**config.mk**
```make
export PLATFORM = sky130hd
export DESIGN_NAME = fault_response_config_regs
export DESIGN_NICKNAME = d
export VERILOG_FILES = /design/src/include/fault_regs_pkg.sv /design/src/hdl/fault_action.sv /design/src/hdl/fault_response_config_regs.sv
export VERILOG_INCLUDE_DIRS = /design/src /design/src/include
export SDC_FILE = /design/constraint.sdc
export NUM_CORES = 1
export LEC_CHECK = 0
export BUFFER_PORTS_ARGS = -buffer_cell sky130_fd_sc_hd__buf_2
export CORE_ASPECT_RATIO = 0.5
export CORE_UTILIZATION = 40
export DETAILED_ROUTE_END_ITERATION = 10
export REMOVE_ABC_BUFFERS = 1
export SLEW_MARGIN = 20
export SYNTH_ARGS = -nofsm -noshare
export SYNTH_HDL_FRONTEND = slang
export SYNTH_SLANG_ARGS = --single-unit
```
**constraint.sdc**
```tcl
create_clock -name clock -period 2.6 [get_ports clock]
set_input_delay 0 -clock clock [delete_from_list [all_inputs] [get_ports clock]]
set_output_delay 0 -clock clock [all_outputs]
set_load 0.02 [all_outputs]
```
**src/include/fault_regs_params.svh**
```systemverilog
`ifndef FAULT_REGS_PARAMS_SVH
`define FAULT_REGS_PARAMS_SVH
`define ADDR_WRITE_ENABLE   8'h10
`define ADDR_HIGH_RAIL_RESP 8'hB8
`define ADDR_LOW_RAIL_OV    8'hB9
`define WRITE_ENABLE_OPEN   8'h00
`define WRITE_ENABLE_RESET  8'h00
`define RESP_RESET          8'h00
`define LOW_OV_RESET        3'h0
`define FIELD_OUT_OV        0
`define FIELD_OUT_UV        1
`define FIELD_IN_OV         2
`define FIELD_IN_UV         3
`define HICCUP_PERIOD_MS    500
`define CLOCK_MHZ           250
`define HICCUP_CYCLES       (`HICCUP_PERIOD_MS * 1000 * `CLOCK_MHZ)
`endif

```
**src/include/fault_regs_pkg.sv**
```systemverilog
package fault_regs_pkg;
    typedef enum logic [1:0]
    {
        RESP_FLAG    = 2'h0,
        RESP_HICCUP  = 2'h1,
        RESP_LATCH   = 2'h2,
        RESP_IGNORE  = 2'h3
    } response_t;
    typedef enum logic [2:0]
    {
        OV_115 = 3'h0,
        OV_110 = 3'h1,
        OV_120 = 3'h2,
        OV_125 = 3'h3,
        OV_130 = 3'h4,
        OV_135 = 3'h5,
        OV_140 = 3'h6,
        OV_145 = 3'h7
    } ov_threshold_t;
endpackage

```
**src/hdl/fault_action.sv**
```systemverilog
`timescale 1ns/1ns
`include "fault_regs_params.svh"
module fault_action
    import fault_regs_pkg::*;
#(
    parameter int HICCUP_CYCLES = `HICCUP_CYCLES
)
(
    input  wire logic       clock,
    input  wire logic       rst,
    input  wire logic       clock_enable,
    input  wire logic       fault,
    input  wire logic [1:0] response,
    output logic            flag,
    output logic            shutdown
);
    typedef enum logic [1:0] {RUN, HICCUP_OFF, LATCHED} action_state_t;
    action_state_t state_reg;
    action_state_t state_next;
    logic [31:0]   count_reg;
    logic [31:0]   count_next;
    logic          flag_reg;
    wire           act_fault = fault && (response != RESP_IGNORE);
    wire           count_done = (count_reg == 32'(HICCUP_CYCLES - 1));
    always_comb
    begin
        state_next = state_reg;
        count_next = 32'h0;
        unique case (state_reg)
            RUN:
            begin
                if (act_fault && response == RESP_LATCH)
                    state_next = LATCHED;
                else if (act_fault && response == RESP_HICCUP)
                    state_next = HICCUP_OFF;
            end
            HICCUP_OFF:
            begin
                count_next = count_reg + 32'h1;
                if (count_done)
                begin
                    // Retry; a persisting fault re-enters off next cycle
                    state_next = RUN;
                    count_next = 32'h0;
                end
            end
            LATCHED:
                state_next = LATCHED;
        endcase
    end
    always_ff @(posedge clock)
    begin
        if (rst)
        begin
            state_reg <= RUN;
            count_reg <= 32'h0;
            flag_reg  <= 1'b0;
        end
        else if (clock_enable)
        begin
            state_reg <= state_next;
            count_reg <= count_next;
            flag_reg  <= act_fault;
        end
    end
    assign flag     = flag_reg;
    // Flag response never asserts shutdown, regulation continues
    assign shutdown = (state_reg != RUN);
endmodule

```
**src/hdl/fault_response_config_regs.sv**
```systemverilog
`timescale 1ns/1ns
`include "fault_regs_params.svh"
module fault_response_config_regs
    import fault_regs_pkg::*;
#(
    parameter int HICCUP_CYCLES = `HICCUP_CYCLES
)
(
    input  wire logic       clock,
    input  wire logic       rst,
    input  wire logic       clock_enable,
    input  wire logic [7:0] reg_addr,
    input  wire logic [7:0] reg_wdata,
    input  wire logic       reg_write,
    input  wire logic       reg_read,
    output logic [7:0]      reg_rdata,
    output logic            reg_ack,
    input  wire logic [3:0] fault_in,
    output logic [3:0]      fault_flag,
    output logic            shutdown,
    output logic [2:0]      low_rail_ov_threshold
);
    logic [7:0] write_enable_reg;
    logic [7:0] high_rail_fault_response_reg;
    logic [2:0] low_rail_ov_reg;
    logic [7:0] rdata_reg;
    logic       ack_reg;
    logic [3:0] fault_meta_reg;
    logic [3:0] fault_sync_reg;
    logic [3:0] field_shutdown;
    // Fault lines come from analog comparators, so synchronise
    always_ff @(posedge clock)
    begin
        if (rst)
        begin
            fault_meta_reg <= 4'h0;
            fault_sync_reg <= 4'h0;
        end
        else if (clock_enable)
        begin
            fault_meta_reg <= fault_in;
            fault_sync_reg <= fault_meta_reg;
        end
    end
    wire sel_enable = (reg_addr == `ADDR_WRITE_ENABLE);
    wire sel_resp   = (reg_addr == `ADDR_HIGH_RAIL_RESP);
    wire sel_ov     = (reg_addr == `ADDR_LOW_RAIL_OV);
    // Enable register itself stays writable, else it could never open
    wire unlocked   = (write_enable_reg == `WRITE_ENABLE_OPEN);
    wire wr_enable  = reg_write && sel_enable;
    wire wr_resp    = reg_write && sel_resp && unlocked;
    wire wr_ov      = reg_write && sel_ov && unlocked;
    wire [7:0] read_mux =
        sel_enable ? write_enable_reg :
        sel_resp   ? high_rail_fault_response_reg :
        sel_ov     ? {5'h0, low_rail_ov_reg} :
                     8'h00;
    always_ff @(posedge clock)
    begin
        if (rst)
        begin
            write_enable_reg             <= `WRITE_ENABLE_RESET;
            high_rail_fault_response_reg <= `RESP_RESET;
            low_rail_ov_reg              <= `LOW_OV_RESET;
            rdata_reg                    <= 8'h00;
            ack_reg                      <= 1'b0;
        end
        else if (clock_enable)
        begin
            if (wr_enable)
                write_enable_reg <= reg_wdata;
            if (wr_resp)
                high_rail_fault_response_reg <= reg_wdata;
            if (wr_ov)
                low_rail_ov_reg <= reg_wdata[2:0];
            if (reg_read)
                rdata_reg <= read_mux;
            ack_reg <= reg_read || reg_write;
        end
    end
    assign reg_rdata             = rdata_reg;
    assign reg_ack               = ack_reg;
    assign low_rail_ov_threshold = low_rail_ov_reg;
    genvar i;
    generate
        for (i = 0; i < 4; i++)
        begin : g_field
            fault_action #(
                .HICCUP_CYCLES (HICCUP_CYCLES)
            ) u_action (
                .clock        (clock),
                .rst          (rst),
                .clock_enable (clock_enable),
                .fault        (fault_sync_reg[i]),
                .response     (high_rail_fault_response_reg[2*i +: 2]),
                .flag         (fault_flag[i]),
                .shutdown     (field_shutdown[i])
            );
        end
    endgenerate
    assign shutdown = |field_shutdown;
endmodule

```
# Word-level counts from Yosys, hierarchy flattened
# Index checks and enable logic that the tools add are counted.
# totals
romBits	0
inputBits	25
out_inout_bits	17
latch_bits	0
mem_count	0
ff_bits	176
wordCells	121
ram_bits	0
# op_classes
n_mul	0
n_addsub	4
n_shift	0
bitwise_logic	0
n_lt_le_gt_ge	0
n_reduce_logical	36
n_eq_ne	35
mux	27
div_mod_pow	0
# op_table
operator	count
32-bit two-way mux	8
32-bit by 1-bit adder with 32-bit output (second input constant)	4
32-bit by 27-bit == test with 1-bit output (second input constant)	4
2-bit two-way mux	12
2-bit case mux with 3 select lines	4
1-bit logical AND	17
2-bit by 1-bit == test with 1-bit output (second input constant)	8
2-bit == test (second input constant)	8
8-bit == test (second input constant)	2
8-bit two-way mux	2
3-bit by 1-bit inequality test with 1-bit output (second input constant)	4
3-bit AND reduction	4
8-bit by 5-bit == test with 1-bit output (second input constant)	1
2-bit logical NOT	4
8-bit logical NOT	1
2-bit by 1-bit inequality test with 1-bit output (second input constant)	4
2-bit inequality test (second input constant)	4
2-bit AND reduction	4
2-bit nonzero test	4
4-bit OR reduction	1
3-bit two-way mux	1
1-bit logical OR	1

# Depth between registers and ports, before layout
# Gate-level depths: netlist of run 1.
# depth
depth_word	6
mapped_depth	7
depth_no_buf	6

# Hierarchy
# Synthesis of run 1 repeated with hierarchy kept, for this count alone.
# unflattened
hier_cells	992
area_unflattened_um2	8868.5
# modules_own_cells
module	cells_each	instances	seq_area_each_um2	area_per_inst_um2
fault_action	205	4	700.7	1835.5
fault_response_config_regs	172	1	720.7	1526.5

# Worst setup path after synthesis of run 1
# No wires, ideal clock.
# synth_path
path_kind	register to register
startpoint	reg g_field[1].u_action.count_reg[0]
endpoint	reg g_field[1].u_action.state_reg[0]
synth_period_minus_slack_ns	2.438
path_buffers	0
setup_time_ns	0.071
path_slack_ns	0.162
path_stages_with_launch	7
arrival_time_ns	2.367
cell_sequence	dfxtp_1 ha_1 or4b_1 or4_1 o31a_1 or4_1 a21oi_1
# synth_between
elab_chain_cells	3
# synth_lines
item	line_no	rtl
start: declaration	fault_action.sv:20	logic [31:0] count_reg;
start signal: assignment	fault_action.sv:62	count_reg <= count_next;
32-bit by 27-bit == test with 1-bit output	fault_action.sv:24	wire count_done = (count_reg == 32'(HICCUP_CYCLES - 1));
2-bit by 1-bit inequality test with 1-bit output (no line)	--	
3-bit AND reduction (no line)	--	
end signal: assignment	fault_action.sv:61	state_reg <= state_next;
end: declaration	fault_action.sv:18	action_state_t state_reg;
# No other way between the ends.
# A chain may end at the register's enable or synchronous reset.

# Final worst setup path of run 1
# Same ends and word-level chain as after synthesis.

==> results.toml, run 1 <==
[route]
dr.first_iter.drc_count = 300
drc = 0
wl_mm = 16.4
firstDrtPassIters = 4
vias = 6407
drtAntennaViolNets = 0
routedWlPerCell_um = 12.9
drt-vias-per-instance = 5.05

[critical_path]
start_kind = "flip-flop"
crit_path_max_incr_delay_ps = 510
cp-startpoint = "g_field[1].u_action.count_reg[0]"
crit_fanout = 5
r2r_slack_ps = 140
cp.required_ps = 2960
worstSetupEndpoint = "g_field[1].u_action.state_reg[0]"
cp_common_cell = "or4_1"
end_kind = "flip-flop"
r2r_start = "g_field[1].u_action.count_reg[0]"
arrival_ps = 2820
r2r_cells = 6
crit_chain = "ha_2, or4b_1, or4_1, o31a_1, or4_1, a21oi_1"
worstSetupPathType = "reg2reg"
slowest_stage = "or4_1"
r2r-end = "g_field[1].u_action.state_reg[0]"

[timing]
tns_ps = 0
tightest_slew_ps = 772
layout_setup_ws_ps = 137
post-route-min-period_ps = 2460
rsz0062_at_grt = "false"
fmax_mhz = 406
finalSetupViolCount = 0
finalHoldViolations = 0
slew_violations = 0
finalCritPeriodShare_pct = 94.7
finClkSkew_ps = 9.04
whs_ps = 78.6
slew_headroom_pct = 48.1

[clock_tree]
cts_root_buf = "clkbuf_16"
clkSlewWorstSetupHoldPaths_ps = 70
clk_latency_ps = 430
post_cts_buffers = 0
clock_path_buffers = 2
cts-buffers-inserted = 17
htree_levels = 4
clock_sinks = 176
cts_tree = "yes"

[final_layout]
final_common_cell = "nor2_1"
n_antenna_cell = 0
layout-drive-gt1-share_pct = 11.7
nets = 1030
largest_register_ff_count = 128
fill_cells = 1835
final_cell_mix = "nor2_1, dfxtp_1, xor2_1"
syn_to_final_growth_pct = 17.4
layout.cells.non_filler = 1268

[logic_synthesis]
synth_edf_count = 0
synth.avg_cell_area_um2 = 8.68
ys_warn_count = 0
synth_flop_cell = "dfxtp_1"
syn_area_um2 = 7990
ys_types = 48
async_flop_share_pct = 0
netlist_instances = 921
seq_area_frac_synth_pct = 44.1
ys_seq_elements = 176

[floorplanning]
die_x_um = 202
core_um2 = 19500
die_area_um2 = 20600
dieHeight_um = 102
start_util_pct = 41.0
pin_count = 42
fp-row-count = 36

[pwr]
p_leak_nw = 3.32
p_total_mw = 5.58
ir_drop_uv = 348
power.density_nw_per_um2 = 595

[placed_design]
gp_congestion = 0.793
numPlacedInstances = 1221
pre_cts_slack_ps = 116
dpl.hpwl_mm = 11.2
io_buffers = 41

[grt]
grt_pass1_vias = 5882
grt_first_pass_wirelength_mm = 27.4
grtUsageTotal_pct = 16.3
antenna_found_initial = 0
grt_start_max_net_pins = 33
grt_overflow_total = 0

[min_path]
hold_start = "reg_addr[1]"
min_path_cells = 5
hold_path.class = "in2reg"

[run_status]
outcome = "completed"

[run]
maxCapViolCount = 0
## worst max-delay path: cells and delay by family, from the launching register on
kind | cells | cell delay, ps
AOI/OAI and AO/OA | 2 | 460
adders and majority gates | 1 | 180
DFF | 1 | 330
and+or+nand+nor | 3 | 1430
## power breakdown
group          switching [mW]  internal (mW)
clock network            1.16           1.45
registers              0.0150           2.72
logic                   0.142         0.0974
total                    1.32           4.26
## cell families (layout without fill, tap and decap cells)
logic type | count (synthesis) | after routing | synth area share [%]
simple gates | 472 | 472 | 29.0
fa+ha+maj | 16 | 16 | 2.50
flops | 176 | 176 | 44.1
xor+xnor | 128 | 128 | 14.0
compound gates | 48 | 48 | 3.88
buf+inv | 50 | 131 | 2.61
mux | 31 | 31 | 3.88
## layout make-up
cell class | instances | area [um2] | area share (%)
Timing Repair Buffer | 82 | 588 | 6.26
Clock buffer | 17 | 425 | 4.53
Sequential cell | 176 | 3530 | 37.6
Tap cell | 266 | 333 | 3.55
Multi-Input combinational cell | 695 | 4280 | 45.5
Inverter | 17 | 63.8 | 0.680
Clock inverter | 15 | 176 | 1.88
## through the flow
stage	area, um2	util (%)
5_1_grt	9390	48.1
3_3_place_gp	8630	44.3
3_5_place_dp	8630	44.3
4_1_cts	9380	48.1
2_1_floorplan	7850	-
6_report	9390	48.1
## Yosys cell counts (17+ instances only)
library cell    n  share of area (%)
clkbuf_1       20               0.94
inv_1          17               0.80
xor2_1        101                 11
nand3_1        61                3.8
nand4_1        59                4.6
nand2_1        59                2.8
dfxtp_1       176                 44
nor3_1         19                1.2
mux2i_1        31                3.9
and3_1         20                1.6
nor2_1        193                9.1
xnor2_1        27                3.0
## per-layer routing
layer / up-vias / global-route usage (%) / share of wire (%)
met4: 0 / 5.19 / 1.0
li1: 3325 / - / -
met3: 16 / 3.95 / 2.8
met1: 2992 / 20.9 / 50
met5: - / 0 / 0
met2: 74 / 27.4 / 46
## worst min path at each step
stage	endpoint
final	reg_rdata[0]
after global routing	reg_rdata[1]
after CTS	reg_rdata[0]
after detailed placement	fault_meta_reg[0]
after global placement	fault_meta_reg[0]
after floorplan	g_field[0].u_action.flag
## repair_timing
item / 4_1_cts / 5_1_grt
endpoints found under the setup margin: 0 / 1
hold endpoints to repair: 27 / 0
hold buffers: 15 / 0
gates resized for setup: 0 / 3
(Power assumes the default switching activity.)
==> run 2: changes to the inputs <==
--- a/config.mk
+++ b/config.mk
@@ -6,6 +6,7 @@
 export SDC_FILE = /design/constraint.sdc
 export NUM_CORES = 1
 export LEC_CHECK = 0
+export ABC_AREA = 1
 export BUFFER_PORTS_ARGS = -buffer_cell sky130_fd_sc_hd__buf_2
 export CORE_ASPECT_RATIO = 0.5
 export CORE_UTILIZATION = 40
==> results.toml, run 2 <==
[run_status]
outcome = "completed"

[placed_design]
gp_congestion = 0.901
dpl.hpwl_mm = 17.4
io_buffers = 41

[grt]
top_usage_layer = "met2"
grtUsageTotal_pct = 19.6
grtUsageMet2_pct = 32.3
grt_start_max_net_pins = 35
grt_overflow_total = 0
grt_pass1_vias = 8455
antenna_found_initial = 0
met3_usage_pct = 3.88
grt_util_met1_pct = 25.6
grt_first_pass_wirelength_mm = 39.1

[route]
dr.first_iter.drc_count = 466
vias = 9064
firstDrtPassIters = 5
drtAntennaViolNets = 0
routedWlPerCell_um = 12.4
drc = 0
drt-vias-per-instance = 4.90
wl_mm = 23.0

[final_layout]
final_cell_mix = "nand2_1, nor2_1, inv_1"
fill_cells = 2415
final_common_cell = "nand2_1"
n_antenna_cell = 0
nets = 1573
largest_register_ff_count = 128
layout-drive-gt1-share_pct = 8.42
syn_to_final_growth_pct = 12.7

[pwr]
power.density_nw_per_um2 = 531
ir_drop_uv = 357
switchingPower_mw = 1.41
p_leak_nw = 4.02
pwr-share-seq_pct = 48.1
power.internal_mw = 4.32
p_total_mw = 5.73
sw_frac_of_total_pct = 24.5
clkPwrFrac_pct = 45.2
pwr-share-comb_pct = 6.7

[logic_synthesis]
synth-simple-area-share_pct = 41.1
synth.most_common_cell = "nand2_1"
synth_top_family_by_area = "simple AND/OR/NAND/NOR gates"
synthMuxAreaShare_pct = 0
ys_warn_count = 0
synth_compound_area_share_pct = 5.69
netlist_instances = 1480
ys_seq_elements = 176
synth.top_cells.by_area = "dfxtp_1, nand2_1, nor2_1"
async_flop_share_pct = 0
synth_flop_cell = "dfxtp_1"
yosys.area.top_type_share_pct = 36.8
synth_edf_count = 0
syn_area_um2 = 9570
synth-xor-area-share_pct = 4.48
ys_types = 42
synthAdderAreaFrac_pct = 2.09
yosys-top-cells-count = "nand2_1, nor2_1, inv_1"
synth.avg_cell_area_um2 = 6.47
seq_area_frac_synth_pct = 36.8
yosysTopAreaCell = "dfxtp_1"

[timing]
slew_violations = 0
finalHoldViolations = 0
fmax_mhz = 499
finClkSkew_ps = 5.77
tightest_slew_ps = 661
post-route-min-period_ps = 2000
tns_ps = 0
finalSetupViolCount = 0
rsz0062_at_grt = "false"
slew_headroom_pct = 55.8
finalCritPeriodShare_pct = 77.0

[clock_tree]
clock_path_buffers = 2
post_cts_buffers = 0
clk_latency_ps = 440
clock_sinks = 176
cts_root_buf = "clkbuf_16"
htree_levels = 4
cts-buffers-inserted = 17
cts_tree = "yes"
clkSlewWorstSetupHoldPaths_ps = 70

[floorplanning]
fp-row-count = 39
dieHeight_um = 111
pin_count = 42
core_um2 = 23100
die_area_um2 = 24600
die_x_um = 221
start_util_pct = 41.4

[critical_path]
arrival_ps = 2320
crit_fanout = 12
end_kind = "flip-flop"
worstSetupPathType = "reg2reg"
start_kind = "flip-flop"
cp.required_ps = 2920

[min_path]
hold_path.class = "in2reg"

[run]
maxCapViolCount = 0
-- run 2: changes by cell type in the layout (fill, tap and decap cells not counted), moves of 18 or more --
cell     previous run  this run
nand2_1            59       348
inv_1              17       189
nor2_1            193       303
xor2_1            101        40
nor3_1             19        70
o21ai_0             7        49
mux2i_1            31         0
nand3_1            61        83
a21oi_1            14        34
nor2_2              0        20
xnor2_1            27         9
-- run 2: worst paths after layout --
kind                                       to                        startpoint  cells past startpoint  slack [ps]
max          g_field[0].u_action.count_reg[2]  g_field[0].u_action.count_reg[0]                     11         600
min                  low_rail_ov_threshold[2]                       reg_addr[0]                      7          40
max reg2reg  g_field[0].u_action.count_reg[2]  g_field[0].u_action.count_reg[0]                     11         600
min reg2reg                      reg_rdata[3]                      reg_rdata[3]                      2         470
-- run 2: per-layer routing --
layer	routed length, um	part of all wire (%)
met4	391	1.7
met1	11400	49
met2	10600	46
met3	696	3.0
met5	0	0
-- run 2: metrics by stage --
step | utilization, % | hold WS (ps) | instances | setup WS (ps) | cell area [um2]
3_3_place_gp | 43.5 | 236 | 1805 | 597 | 10100
6_report | 46.6 | 44.0 | 1851 | 597 | 10800
5_1_grt | 46.6 | 84.7 | 1851 | 355 | 10800
3_5_place_dp | 43.5 | 241 | 1805 | 556 | 10100
2_1_floorplan | - | 69.1 | 1446 | 732 | 9370
4_1_cts | 46.6 | 22.4 | 1851 | 549 | 10800
-- run 2: what timing repair did --
| action | CTS | global route |
|---|---|---|
| endpoints found under the setup margin | 0 | 0 |
| hold endpoints to repair | 33 | 0 |
| hold buffers | 15 | 0 |
| resized for setup | 0 | 0 |
-- run 2: worst max-delay path, cell delays in order, from the launching register on --
cell and delay, ps:
dfxtp_1 400, ha_1 190, nand2_1 90, nor2_1 130
nand3_1 80, nor2_1 110, nand2_1 50, nand2_1 110
nand2_1 60, nand2_1 330, buf_4 260, nor3_1 60
-- run 2: power by group through the flow --
stage                     clock, mW  sequential, mW  combinational [mW]
after global routing           2.76            2.76               0.437
final                          2.59            2.75               0.386
after floorplan                   0            2.82               0.214
after global placement            0            2.81               0.363
after detailed placement          0            2.81               0.371
after CTS                      2.65            2.75               0.389
-- run 2: layout make-up --
class	instances	area (um2)	area share, %
multi-input cells	1075	5110	47.4
flip-flops and latches	176	3520	32.7
inverters	195	733	6.80
clock buffers	19	453	4.20
repair buffers	67	450	4.18
well taps	307	384	3.56
clock inverters	12	134	1.24
-- run 2: cell families (layout without fill, tap and decap cells) --
kind of cell             after synthesis  after routing
AO/OA/AOI/OAI                        102            102
AND/OR/NAND/NOR                      908            908
buffers and inverters                229            293
XOR/XNOR                              49             49
adder cells (fa/ha/maj)               16             16
flip-flops                           176            176
